===== src/verilog/fcx_pkg.sv =====
// Function
// - Kind code selects CRC5, CRC8 or CRC16
// - Transmit preset codes 1 to 3 load table, 0 loads zero
// - Code 7 all ones, 6 user, 4/5 none
// - Receive preset uses the same code table
// - Transmit enable appends computed CRC to frame
// - Transmit invert complements CRC before sending
// - Receive enable checks CRC, flags mismatch error
// - Receive invert compares against complemented CRC
// - Store enable copies received CRC bytes out
// - Grid bit starts transmissions on ETU boundaries
// - Data enable clear sends single symbol only
// - Last-bits field trims final byte, zero whole
// - Miller pulse lasts width plus one clocks
// - Pulse never runs past bit end
// - Width applies in Miller mode, symbols too
package fcx_pkg;
  localparam logic [7:0] FCX_A_TX_CRC = 8'h2c;
  localparam logic [7:0] FCX_A_RX_CRC = 8'h2d;
  localparam logic [7:0] FCX_A_TX_NUM = 8'h2e;
  localparam logic [7:0] FCX_A_TX_PW = 8'h2f;
  localparam logic [7:0] FCX_A_STAT = 8'h40;
  localparam logic [7:0] FCX_A_CMD = 8'h41;
  localparam logic [7:0] FCX_REG_RST = 8'h00;
  localparam logic [7:0] FCX_TXC_MASK = 8'h7f;
  localparam logic [7:0] FCX_NUM_MASK = 8'h1f;
  localparam int FCX_B_STORE = 7;
  localparam int FCX_B_LAST = 0;
  localparam int FCX_B_DATA = 3;
  localparam int FCX_B_GRID = 4;
  localparam int FCX_B_START = 0;
  localparam int FCX_B_ERR = 0;
  localparam int FCX_ETU_NS = 9440;
  localparam int FCX_CLK_NS = 50;
  localparam int FCX_ETU_CYC = FCX_ETU_NS / FCX_CLK_NS;
  localparam logic [3:0] FCX_BYTE_BITS = 4'h8;
  localparam logic [4:0] FCX_W16 = 5'h10;
  localparam logic [4:0] FCX_W8 = 5'h08;
  localparam logic [4:0] FCX_W5 = 5'h05;
  localparam logic [15:0] FCX_POLY16 = 16'h8408;
  localparam logic [15:0] FCX_POLY8 = 16'h00b8;
  localparam logic [15:0] FCX_POLY5 = 16'h0012;
  localparam logic [15:0] FCX_P16_A = 16'h6363;
  localparam logic [15:0] FCX_P16_B = 16'ha671;
  localparam logic [15:0] FCX_P16_C = 16'hfffe;
  localparam logic [15:0] FCX_P8_A = 16'h0012;
  localparam logic [15:0] FCX_P8_B = 16'h00bf;
  localparam logic [15:0] FCX_P8_C = 16'h00fd;
  localparam logic [2:0] FCX_PRE_ZERO = 3'h0;
  localparam logic [2:0] FCX_PRE_A = 3'h1;
  localparam logic [2:0] FCX_PRE_B = 3'h2;
  localparam logic [2:0] FCX_PRE_C = 3'h3;
  localparam logic [2:0] FCX_PRE_USER = 3'h6;
  localparam logic [2:0] FCX_PRE_ONES = 3'h7;
  typedef enum logic [1:0] {
    FCX_CRC5 = 2'h0, FCX_CRC8 = 2'h1, FCX_CRC16 = 2'h2
  } fcx_kind_t;
  typedef enum logic [1:0] {FCX_IDLE, FCX_SYM, FCX_DATA, FCX_CRC} fcx_tx_st_t;
  typedef struct packed {
    logic [2:0] init;
    logic [1:0] kind;
    logic inv;
    logic en;
  } fcx_crc_cfg_t;

  function automatic logic [15:0] fcx_mask(input logic [1:0] kind);
    case (kind)
      FCX_CRC16: return 16'hffff;
      FCX_CRC8: return 16'h00ff;
      default: return 16'h001f;
    endcase
  endfunction

  function automatic logic [4:0] fcx_width(input logic [1:0] kind);
    case (kind)
      FCX_CRC16: return FCX_W16;
      FCX_CRC8: return FCX_W8;
      default: return FCX_W5;
    endcase
  endfunction

  // One LSB-first CRC shift step
  function automatic logic [15:0] fcx_step(input logic [15:0] crc, input logic b,
                                           input logic [1:0] kind);
    logic [15:0] poly;
    poly = (kind == FCX_CRC16) ? FCX_POLY16 : (kind == FCX_CRC8) ? FCX_POLY8 : FCX_POLY5;
    return ((crc >> 1) ^ ((crc[0] ^ b) ? poly : 16'h0000)) & fcx_mask(kind);
  endfunction

  function automatic logic [15:0] fcx_preset(input logic [1:0] kind, input logic [2:0] sel,
                                             input logic [15:0] user);
    logic w16;
    logic w8;
    w16 = kind == FCX_CRC16;
    w8 = kind == FCX_CRC8;
    case (sel)
      FCX_PRE_A: return w16 ? FCX_P16_A : FCX_P8_A;
      FCX_PRE_B: return w16 ? FCX_P16_B : w8 ? FCX_P8_B : 16'h0000;
      FCX_PRE_C: return w16 ? FCX_P16_C : w8 ? FCX_P8_C : 16'h0000;
      FCX_PRE_USER: return user & fcx_mask(kind);
      FCX_PRE_ONES: return fcx_mask(kind);
      default: return 16'h0000;
    endcase
  endfunction
endpackage


===== src/verilog/fcx_frame_crc.sv =====
// Local design decision: the address-and-strobe port.
`timescale 1ns/100ps
module fcx_fifo
  import fcx_pkg::*;
#(
  parameter int W = 8,
  parameter int D = 16,
  localparam int AW = $clog2(D),
  localparam int CW = $clog2(D + 1)
) (
  input wire logic clock,
  input wire logic rst_n,
  input wire logic ce,
  input wire logic in_valid,
  input wire logic [W-1:0] in_data,
  output logic in_ready,
  output logic out_valid,
  output logic [W-1:0] out_data,
  input wire logic out_ready,
  output logic [CW-1:0] count
);
  logic [W-1:0] mem_ff [D];
  logic [AW-1:0] wp_ff, nxt_wp, rp_ff, nxt_rp;
  logic [CW-1:0] cnt_ff, nxt_cnt;
  logic rdy_ff, nxt_rdy;
  logic push, pop;

  always_comb begin
    push = in_valid && rdy_ff;
    pop = out_ready && (cnt_ff != '0);
    nxt_wp = wp_ff;
    nxt_rp = rp_ff;
    if (push) begin
      nxt_wp = (wp_ff == AW'(D - 1)) ? '0 : AW'(wp_ff + 1'b1);
    end
    if (pop) begin
      nxt_rp = (rp_ff == AW'(D - 1)) ? '0 : AW'(rp_ff + 1'b1);
    end
    nxt_cnt = CW'(cnt_ff + CW'(push) - CW'(pop));
    nxt_rdy = nxt_cnt != CW'(D);
  end

  always_ff @(posedge clock or negedge rst_n) begin
    if (!rst_n) begin
      wp_ff <= '0;
      rp_ff <= '0;
      cnt_ff <= '0;
      rdy_ff <= 1'b1;
    end else if (ce) begin
      wp_ff <= nxt_wp;
      rp_ff <= nxt_rp;
      cnt_ff <= nxt_cnt;
      rdy_ff <= nxt_rdy;
    end
  end

  always_ff @(posedge clock) begin
    if (ce && push) begin
      mem_ff[wp_ff] <= in_data;
    end
  end

  assign in_ready = rdy_ff;
  assign out_valid = cnt_ff != '0;
  assign out_data = mem_ff[rp_ff];
  assign count = cnt_ff;
endmodule

module fcx_frame_crc
  import fcx_pkg::*;
#(
  parameter int ETU_CYC = FCX_ETU_CYC,
  parameter int FIFO_D = 16,
  localparam int EW = $clog2(ETU_CYC + 1),
  localparam int CW = $clog2(FIFO_D + 1)
) (
  input wire logic clock,
  input wire logic rst_n,
  input wire logic ce,
  input wire logic [7:0] addr,
  input wire logic [7:0] wr_data,
  input wire logic wr_en,
  input wire logic rd_en,
  output logic [7:0] rd_data,
  input wire logic [7:0] tx_byte,
  input wire logic tx_valid,
  output logic tx_ready,
  input wire logic miller_sel,
  input wire logic pulse_position_sel,
  input wire logic [15:0] user_preset,
  output logic tx_mod,
  output logic tx_active,
  input wire logic rx_bit,
  input wire logic rx_bit_valid,
  input wire logic rx_end,
  output logic [7:0] rx_byte,
  output logic rx_byte_valid,
  output logic rx_crc_err
);
  logic [1:0] rs_ff;
  logic rst_s;
  always_ff @(posedge clock or negedge rst_n) begin
    if (!rst_n) begin
      rs_ff <= 2'h0;
    end else begin
      rs_ff <= {rs_ff[0], 1'b1};
    end
  end
  assign rst_s = rs_ff[1];

  // Register file
  logic [7:0] txc_ff, nxt_txc, rxc_ff, nxt_rxc, num_ff, nxt_num, pw_ff, nxt_pw;
  logic [7:0] rd_ff, nxt_rd;
  logic pend_ff, nxt_pend, err_ff, nxt_err;
  logic go, set_err, f_valid, f_pop;
  logic [7:0] f_data;
  logic [CW-1:0] f_cnt;
  fcx_tx_st_t st_ff, nxt_st;
  fcx_crc_cfg_t txcfg, rxcfg;

  assign txcfg = fcx_crc_cfg_t'(txc_ff[6:0]);
  assign rxcfg = fcx_crc_cfg_t'(rxc_ff[6:0]);

  always_comb begin
    nxt_txc = txc_ff;
    nxt_rxc = rxc_ff;
    nxt_num = num_ff;
    nxt_pw = pw_ff;
    nxt_rd = 8'h00;
    nxt_pend = pend_ff && !go;
    nxt_err = err_ff || set_err;
    if (wr_en) begin
      case (addr)
        FCX_A_TX_CRC: nxt_txc = wr_data & FCX_TXC_MASK;
        FCX_A_RX_CRC: nxt_rxc = wr_data;
        FCX_A_TX_NUM: nxt_num = wr_data & FCX_NUM_MASK;
        FCX_A_TX_PW: nxt_pw = wr_data;
        FCX_A_CMD: nxt_pend = nxt_pend || wr_data[FCX_B_START];
        // Write one clears; a new mismatch in the same cycle wins
        FCX_A_STAT: nxt_err = (err_ff && !wr_data[FCX_B_ERR]) || set_err;
        default: ;
      endcase
    end
    if (rd_en) begin
      case (addr)
        FCX_A_TX_CRC: nxt_rd = txc_ff;
        FCX_A_RX_CRC: nxt_rd = rxc_ff;
        FCX_A_TX_NUM: nxt_rd = num_ff;
        FCX_A_TX_PW: nxt_rd = pw_ff;
        FCX_A_STAT: nxt_rd = {4'h0, f_cnt == '0, !tx_ready, st_ff != FCX_IDLE, err_ff};
        default: nxt_rd = 8'h00;
      endcase
    end
  end

  always_ff @(posedge clock or negedge rst_s) begin
    if (!rst_s) begin
      txc_ff <= FCX_REG_RST;
      rxc_ff <= FCX_REG_RST;
      num_ff <= FCX_REG_RST;
      pw_ff <= FCX_REG_RST;
      rd_ff <= FCX_REG_RST;
      pend_ff <= 1'b0;
      err_ff <= 1'b0;
    end else if (ce) begin
      txc_ff <= nxt_txc;
      rxc_ff <= nxt_rxc;
      num_ff <= nxt_num;
      pw_ff <= nxt_pw;
      rd_ff <= nxt_rd;
      pend_ff <= nxt_pend;
      err_ff <= nxt_err;
    end
  end
  assign rd_data = rd_ff;
  assign rx_crc_err = err_ff;

  fcx_fifo #(.W(8), .D(FIFO_D)) u_fifo (
    .clock(clock),
    .rst_n(rst_s),
    .ce(ce),
    .in_valid(tx_valid),
    .in_data(tx_byte),
    .in_ready(tx_ready),
    .out_valid(f_valid),
    .out_data(f_data),
    .out_ready(f_pop),
    .count(f_cnt)
  );

  // Transmit bit engine
  logic [EW-1:0] etu_ff, nxt_etu, off;
  logic [4:0] idx_ff, nxt_idx, nb_ff, nxt_nb;
  logic [15:0] sh_ff, nxt_sh, crc_ff, nxt_crc, crc_now, crc_out;
  logic bit_ff, nxt_bit, last_ff, nxt_last, mod_ff, nxt_mod, act_ff;
  logic etu_end, grid, data_en, pulse_on, last_ld;
  logic [2:0] lbits;

  assign etu_end = etu_ff == EW'(ETU_CYC - 1);
  assign grid = num_ff[FCX_B_GRID];
  assign data_en = num_ff[FCX_B_DATA];
  assign lbits = num_ff[FCX_B_LAST +: 3];
  assign go = (st_ff == FCX_IDLE) && pend_ff && (!grid || etu_end);
  assign off = pulse_position_sel ? EW'(ETU_CYC / 2) : '0;
  // Pulse spans width+1 clocks; bit counter wrap cuts it at bit end
  assign pulse_on = (etu_ff >= off) &&
                    ({8'h00, etu_ff} <= {8'h00, off} + (EW + 8)'(pw_ff));
  assign last_ld = f_cnt == CW'(1);

  always_comb begin
    nxt_st = st_ff;
    nxt_idx = idx_ff;
    nxt_nb = nb_ff;
    nxt_sh = sh_ff;
    nxt_bit = bit_ff;
    nxt_last = last_ff;
    nxt_crc = crc_ff;
    f_pop = 1'b0;
    nxt_etu = etu_end ? '0 : EW'(etu_ff + 1'b1);
    crc_now = (st_ff == FCX_DATA) ? fcx_step(crc_ff, bit_ff, txcfg.kind) : crc_ff;
    crc_out = txcfg.inv ? (~crc_now & fcx_mask(txcfg.kind)) : crc_now;
    if (go) begin
      if (!grid) begin
        nxt_etu = '0;
      end
      nxt_st = FCX_SYM;
      nxt_bit = 1'b1;
      nxt_idx = '0;
      nxt_nb = 5'h01;
      nxt_crc = fcx_preset(txcfg.kind, txcfg.init, user_preset);
    end else if (st_ff != FCX_IDLE && etu_end) begin
      nxt_crc = crc_now;
      if (idx_ff + 5'h01 < nb_ff) begin
        nxt_idx = idx_ff + 5'h01;
        nxt_sh = sh_ff >> 1;
        nxt_bit = sh_ff[1];
      end else if (data_en && f_valid && (st_ff == FCX_SYM || !last_ff)) begin
        f_pop = 1'b1;
        nxt_st = FCX_DATA;
        nxt_sh = {8'h00, f_data};
        nxt_bit = f_data[0];
        nxt_idx = '0;
        nxt_last = last_ld;
        nxt_nb = (last_ld && lbits != 3'h0) ? {2'h0, lbits} : {1'b0, FCX_BYTE_BITS};
      end else if (data_en && txcfg.en && st_ff != FCX_CRC) begin
        nxt_st = FCX_CRC;
        nxt_sh = crc_out;
        nxt_bit = crc_out[0];
        nxt_idx = '0;
        nxt_nb = fcx_width(txcfg.kind);
      end else begin
        nxt_st = FCX_IDLE;
      end
    end
    // Miller: pulse on ones and on symbols; otherwise plain level
    nxt_mod = (st_ff != FCX_IDLE) && bit_ff && (!miller_sel || pulse_on);
  end

  always_ff @(posedge clock or negedge rst_s) begin
    if (!rst_s) begin
      st_ff <= FCX_IDLE;
      etu_ff <= '0;
      idx_ff <= '0;
      nb_ff <= '0;
      sh_ff <= '0;
      bit_ff <= 1'b0;
      last_ff <= 1'b0;
      crc_ff <= '0;
      mod_ff <= 1'b0;
      act_ff <= 1'b0;
    end else if (ce) begin
      st_ff <= nxt_st;
      etu_ff <= nxt_etu;
      idx_ff <= nxt_idx;
      nb_ff <= nxt_nb;
      sh_ff <= nxt_sh;
      bit_ff <= nxt_bit;
      last_ff <= nxt_last;
      crc_ff <= nxt_crc;
      mod_ff <= nxt_mod;
      act_ff <= nxt_st != FCX_IDLE;
    end
  end
  assign tx_mod = mod_ff;
  assign tx_active = act_ff;

  // Receive checker: last CRC-width bits are held back from the CRC
  logic [15:0] dl_ff, nxt_dl, rcrc_ff, nxt_rcrc, tail, expect_crc;
  logic [4:0] rcnt_ff, nxt_rcnt, rw;
  logic [3:0] acnt_ff, nxt_acnt;
  logic [7:0] asm_ff, nxt_asm, rxb_ff, nxt_rxb;
  logic rxv_ff, nxt_rxv, drop_ok, drop, src_v, src_b, store;

  always_comb begin
    rw = fcx_width(rxcfg.kind);
    store = rxc_ff[FCX_B_STORE];
    drop_ok = rcnt_ff >= rw;
    drop = dl_ff[4'(rw - 5'h01)];
    for (int i = 0; i < 16; i++) begin
      tail[i] = (5'(i) < rw) ? dl_ff[4'(rw - 5'(i) - 5'h01)] : 1'b0;
    end
    expect_crc = rxcfg.inv ? (~rcrc_ff & fcx_mask(rxcfg.kind)) : rcrc_ff;
    nxt_dl = dl_ff;
    nxt_rcnt = rcnt_ff;
    nxt_rcrc = rcrc_ff;
    nxt_asm = asm_ff;
    nxt_acnt = acnt_ff;
    nxt_rxb = rxb_ff;
    nxt_rxv = 1'b0;
    set_err = 1'b0;
    src_v = rx_bit_valid && (store || drop_ok);
    src_b = store ? rx_bit : drop;
    if (!drop_ok) begin
      nxt_rcrc = fcx_preset(rxcfg.kind, rxcfg.init, user_preset);
    end
    if (rx_bit_valid) begin
      nxt_dl = {dl_ff[14:0], rx_bit};
      nxt_rcnt = (rcnt_ff == 5'h1f) ? rcnt_ff : rcnt_ff + 5'h01;
      if (drop_ok) begin
        nxt_rcrc = fcx_step(rcrc_ff, drop, rxcfg.kind);
      end
    end
    if (src_v) begin
      nxt_asm = {src_b, asm_ff[7:1]};
      nxt_acnt = acnt_ff + 4'h1;
      if (acnt_ff == FCX_BYTE_BITS - 4'h1) begin
        nxt_rxb = {src_b, asm_ff[7:1]};
        nxt_rxv = 1'b1;
        nxt_acnt = 4'h0;
      end
    end
    if (rx_end) begin
      set_err = rxcfg.en && (!drop_ok || tail != expect_crc);
      if (acnt_ff != 4'h0) begin
        nxt_rxb = asm_ff >> (FCX_BYTE_BITS - acnt_ff);
        nxt_rxv = 1'b1;
      end
      nxt_dl = '0;
      nxt_rcnt = '0;
      nxt_acnt = 4'h0;
    end
  end

  always_ff @(posedge clock or negedge rst_s) begin
    if (!rst_s) begin
      dl_ff <= '0;
      rcnt_ff <= '0;
      rcrc_ff <= '0;
      asm_ff <= '0;
      acnt_ff <= '0;
      rxb_ff <= '0;
      rxv_ff <= 1'b0;
    end else if (ce) begin
      dl_ff <= nxt_dl;
      rcnt_ff <= nxt_rcnt;
      rcrc_ff <= nxt_rcrc;
      asm_ff <= nxt_asm;
      acnt_ff <= nxt_acnt;
      rxb_ff <= nxt_rxb;
      rxv_ff <= nxt_rxv;
    end
  end
  assign rx_byte = rxb_ff;
  assign rx_byte_valid = rxv_ff;

  crc_kind_a: assert property (@(posedge clock) disable iff (!rst_s)
    ce && $rose(st_ff == FCX_CRC) |-> nb_ff == fcx_width(txcfg.kind))
    else $error("CRC length does not match kind");
  tx_preset_a: assert property (@(posedge clock) disable iff (!rst_s)
    ce && go |=> crc_ff == fcx_preset($past(txcfg.kind), $past(txcfg.init), $past(user_preset)))
    else $error("Transmit CRC preset wrong");
  rx_preset_a: assert property (@(posedge clock) disable iff (!rst_s)
    ce && rx_bit_valid && rcnt_ff == 5'h00 |=> rcrc_ff == fcx_preset($past(rxcfg.kind),
      $past(rxcfg.init), $past(user_preset)))
    else $error("Receive CRC preset wrong");
  crc_append_a: assert property (@(posedge clock) disable iff (!rst_s)
    ce && st_ff == FCX_DATA && etu_end && idx_ff + 5'h01 >= nb_ff && last_ff && txcfg.en
    |=> st_ff == FCX_CRC && bit_ff == $past(crc_out[0]))
    else $error("CRC not appended");
  rx_check_a: assert property (@(posedge clock) disable iff (!rst_s)
    ce && !rxcfg.en && !(wr_en && addr == FCX_A_STAT) |=> err_ff == $past(err_ff))
    else $error("Error flag changed while check off");
  grid_start_a: assert property (@(posedge clock) disable iff (!rst_s)
    ce && go && grid |=> etu_ff == '0 && st_ff == FCX_SYM)
    else $error("Start off the bit grid");
  sym_only_a: assert property (@(posedge clock) disable iff (!rst_s)
    ce && st_ff == FCX_SYM && etu_end && !data_en |=> st_ff == FCX_IDLE)
    else $error("Data sent with data enable clear");
  last_bits_a: assert property (@(posedge clock) disable iff (!rst_s)
    ce && f_pop && last_ld && lbits != 3'h0 |=> nb_ff == {2'h0, $past(lbits)})
    else $error("Final byte bit count wrong");
  pulse_end_a: assert property (@(posedge clock) disable iff (!rst_s)
    ce && miller_sel && ({8'h00, etu_ff} > {8'h00, off} + (EW + 8)'(pw_ff) || etu_ff < off)
    |=> !tx_mod)
    else $error("Modulation pulse too long");
  sym_pulse_a: assert property (@(posedge clock) disable iff (!rst_s)
    ce && miller_sel && st_ff == FCX_SYM && etu_ff == off |=> tx_mod)
    else $error("Symbol pulse missing");
endmodule


===== config.mk =====
export PLATFORM = sky130hd
export DESIGN_NAME = fcx_frame_crc
export DESIGN_NICKNAME = d
export VERILOG_FILES = /design/src/verilog/fcx_pkg.sv /design/src/verilog/fcx_frame_crc.sv
export SDC_FILE = /design/constraint.sdc
export NUM_CORES = 1
export LEC_CHECK = 0
export BUFFER_PORTS_ARGS = -buffer_cell sky130_fd_sc_hd__buf_2
export CORE_MARGIN = 2
export CORE_UTILIZATION = 55
export DETAILED_ROUTE_END_ITERATION = 10
export GPL_ROUTABILITY_DRIVEN = 0
export PLACE_DENSITY = 0.83
export SYNTH_ARGS = -nofsm -noshare
export SYNTH_HDL_FRONTEND = slang
export SYNTH_HIERARCHICAL = 1
export SYNTH_SLANG_ARGS = --single-unit

===== constraint.sdc =====
create_clock -name clock -period 5.69 [get_ports clock]
set_input_delay 1.4225 -clock clock [delete_from_list [all_inputs] [get_ports clock]]
set_output_delay 1.4225 -clock clock [all_outputs]
set_load 0.02 [all_outputs]

==> metrics.txt <==
final slew viol count=0; Avg Cell Area, Syn=11.2 um^2; Data required, critical path=6120 ps; Crit path top cell by count=ha_1; Die H=176 um; WP buf/inv=3; Tcrit/Tclk final=75.4%; CP Launch Type=register; initial antenna violation count=1; Max Cap Violations=0; DRT iter0 DRCs=1647; vias in the first global route=11800; post_cts resized=0; Syn. warnings=6; DR pass1 iterations=5; Comb pwr share=12.8%; Core ar.=0.0295 mm^2; register bit total from synthesis=295; clock network power share=39.6%; fmax=233 MHz; CP Capture Type=register; first-pass GRT wire length=63400 um; overall routing resource usage=25.6%; Worst Tran Pin Value=1170 ps; FP Rows=63; Initial Util=55.5%; Synth-to-Final Area Change=9.20%; commonest non-fill, non-tap cell in the layout=dfrtp_1; HP Class=register to asynchronous set/reset pin; DRC Markers=0; CTS tree=yes; Gate Count Post-Synth=1465; Power Internal=3.81 mW; final worst path period need=4290 ps; leakage=7.08 nW; worst skew pair latency=520 ps; Psw=1.42 mW; hold buffers post-CTS=0; largest stage delay on the critical path=420 ps; Vias/cell=6.46; Reg power frac=47.6%; syn nets=1569; IO Pins=72; setup TNS=0 ps; Cells after DPL=1844; Power, Total=5.23 mW; Final Non-Filler Cells=1905; largest net degree at the start of global routing=73; clock root buffer=clkbuf_16; Total Nets Final=1594; Switching Share=27.2%; total gr overflow=0; Final Hold Vio Count=0; Final ANT Viol Nets=0; status=finished, final reports clean; share of post-route cells with drive strength above 1=15.1%; Worst Hold Margin=297 ps; CP max-delay cell=dfrtp_1; pwr dens=293 mW/mm^2; Post-CTS Setup Repair Bufs=0; Primary FF master, synth=dfrtp_1; CTS Buf Count=34; ant diodes=0; Final setup viols=0; Die Wd=176 um; critical path, cell by cell=ha_1, ha_1, a21boi_0, o21ai_1, a21oi_1, a211oi_4, buf_4, nor4_1, and2_2, ha_1, inv_1, ha_1, inv_1, fa_1, nand2b_1, a21oi_1, xnor2_1, xor2_1, a31oi_1; asr flop ratio synth=56.6%; Yosys cell types=93; H-Tree Depth=2; clock tree buffer depth=3; kind of cell adding the most delay to the critical path=adder cells; Worst-path clk slew=60 ps; wire length per cell=21.1 um; Syn Std Cell Area=0.0164 mm^2; relative slew slack=21.2%; critical path arrival=4720 ps; Clock Skew=20.2 ps; RSZ-0062 raised after global routing=false; EDFF count, synth=128; Vias=12300; Sink Count=295; worst vdd ir=0.321 mV; IO Port Bufs=71; sequential share of the synthesized area=49.1%; Setup Crit Path Kind=register to register; Max FO, Critical Path=41; most frequent cells in the layout=164 x dfrtp_1, 128 x edfxtp_1, 127 x nand2_1, 84 x o21ai_0, 82 x a21oi_1; post-DP HPWL=27500 um; die footprint=0.0311 mm^2; Detailed Route WL=40200 um
[area by class of cell]
class / instances / area, um^2
repair buffers: 81 / 430
flip-flops and latches: 295 / 8030
multi-input cells: 1030 / 7690
clock inverters: 12 / 111
inverters: 48 / 180
clock buffers: 49 / 927
fillers: 2263 / 11600
well taps: 390 / 488
[synthesized netlist by cell type (11+ instances only)]
| master | n | share of area (%) |
|---|---|---|
| o21ai_0 | 84 | 2.6 |
| nand2_1 | 127 | 2.9 |
| and3_1 | 19 | 0.73 |
| dfrtp_1 | 166 | 25 |
| mux2_1 | 19 | 1.3 |
| nand4_1 | 13 | 0.50 |
| o22ai_1 | 13 | 0.50 |
| a22o_1 | 22 | 1.2 |
| mux2i_1 | 61 | 3.7 |
| nor2_1 | 79 | 1.8 |
| a31oi_1 | 19 | 0.73 |
| mux4_2 | 29 | 4.0 |
| xor2_1 | 23 | 1.2 |
| buf_2 | 19 | 0.58 |
| nor2b_1 | 14 | 0.54 |
| nor3_1 | 22 | 0.67 |
| inv_1 | 46 | 1.1 |
| a22oi_1 | 21 | 0.96 |
| o21ai_1 | 33 | 1.0 |
| mux2_2 | 44 | 3.0 |
| edfxtp_1 | 128 | 24 |
| xnor2_1 | 33 | 1.8 |
| a221o_1 | 11 | 0.67 |
| nand3_1 | 27 | 0.83 |
| clkbuf_1 | 47 | 1.1 |
| a21oi_1 | 82 | 2.5 |
| ha_1 | 51 | 3.9 |
| nand2b_1 | 14 | 0.54 |
[worst register-to-register path: cells and delay by family (launching register included)]
family | cells | cell delay, ps
AOI/OAI and AO/OA | 6 | 950
and+or+nand+nor | 3 | 740
xor gates and xnor gates | 2 | 300
DFF | 1 | 420
adders and majority gates | 5 | 1410
buffers and inverters | 3 | 380
[cell families after synthesis]
family | synth area share [%]
flip-flops | 49.1
other | 0.0229
AND/OR/NAND/NOR | 11.0
multiplexers | 12.6
buffers and inverters | 3.97
adder cells (fa/ha/maj) | 4.15
XOR/XNOR | 3.10
AO/OA/AOI/OAI | 16.1
[metal layers]
| layer | share of wire [%] | global-route usage, % | up-vias |
|---|---|---|---|
| met1 | 42 | 35.6 | 6112 |
| met5 | 0.032 | 0 | - |
| met4 | 2.9 | 8.40 | 2 |
| li1 | - | - | 5524 |
| met2 | 48 | 41.3 | 576 |
| met3 | 7.8 | 4.37 | 100 |
[power by group through the flow]
| stage | Clock, mW | Combinational [mW] | Sequential (mW) |
|---|---|---|---|
| 6_report | 2.08 | 0.669 | 2.49 |
| 5_1_grt | 2.18 | 0.735 | 2.51 |
| 4_1_cts | 2.09 | 0.660 | 2.49 |
| 3_5_place_dp | 0 | 0.653 | 2.53 |
| 3_3_place_gp | 0 | 0.609 | 2.52 |
| 2_1_floorplan | 0 | 0.478 | 2.49 |
[per-stage QoR]
step / worst slack [ps] / instance area, um^2 / utilization, %
after detailed placement: 1480 / 16800 / 57.1
after CTS: 1470 / 17900 / 60.6
after global routing: 1090 / 17900 / 60.6
after global placement: 1650 / 16800 / 57.1
final: 1400 / 17900 / 60.6
after floorplan: 694 / 16400 / -
[state kept, by name (all words and copies together), names as in the netlist, 7 cells and up]
name,count
rd_data,8
txc_ff,7
asm_ff,8
rx_byte,8
etu_ff,8
rcrc_ff,16
sh_ff,15
u_fifo/mem_ff,128
rxc_ff,8
dl_ff,16
pw_ff,8
crc_ff,16
[path summary, 6_finish.rpt]
path                       slack [ps]      start         endpoint  cells after the start
setup / recovery                 1400  idx_ff[0]  u_fifo/in_ready                     19
hold / removal                    300   rs_ff[1]  u_fifo/wp_ff[2]                      0
setup reg to reg                 1400  idx_ff[0]  u_fifo/in_ready                     19
hold reg to reg                   300   rs_ff[1]  u_fifo/wp_ff[2]                      0
max in group asynchronous        4020   rs_ff[1]        dl_ff[15]                      1
min in group clock                360   rs_ff[0]         rs_ff[1]                      0
Note: power is estimated with default switching activity, not from simulation.
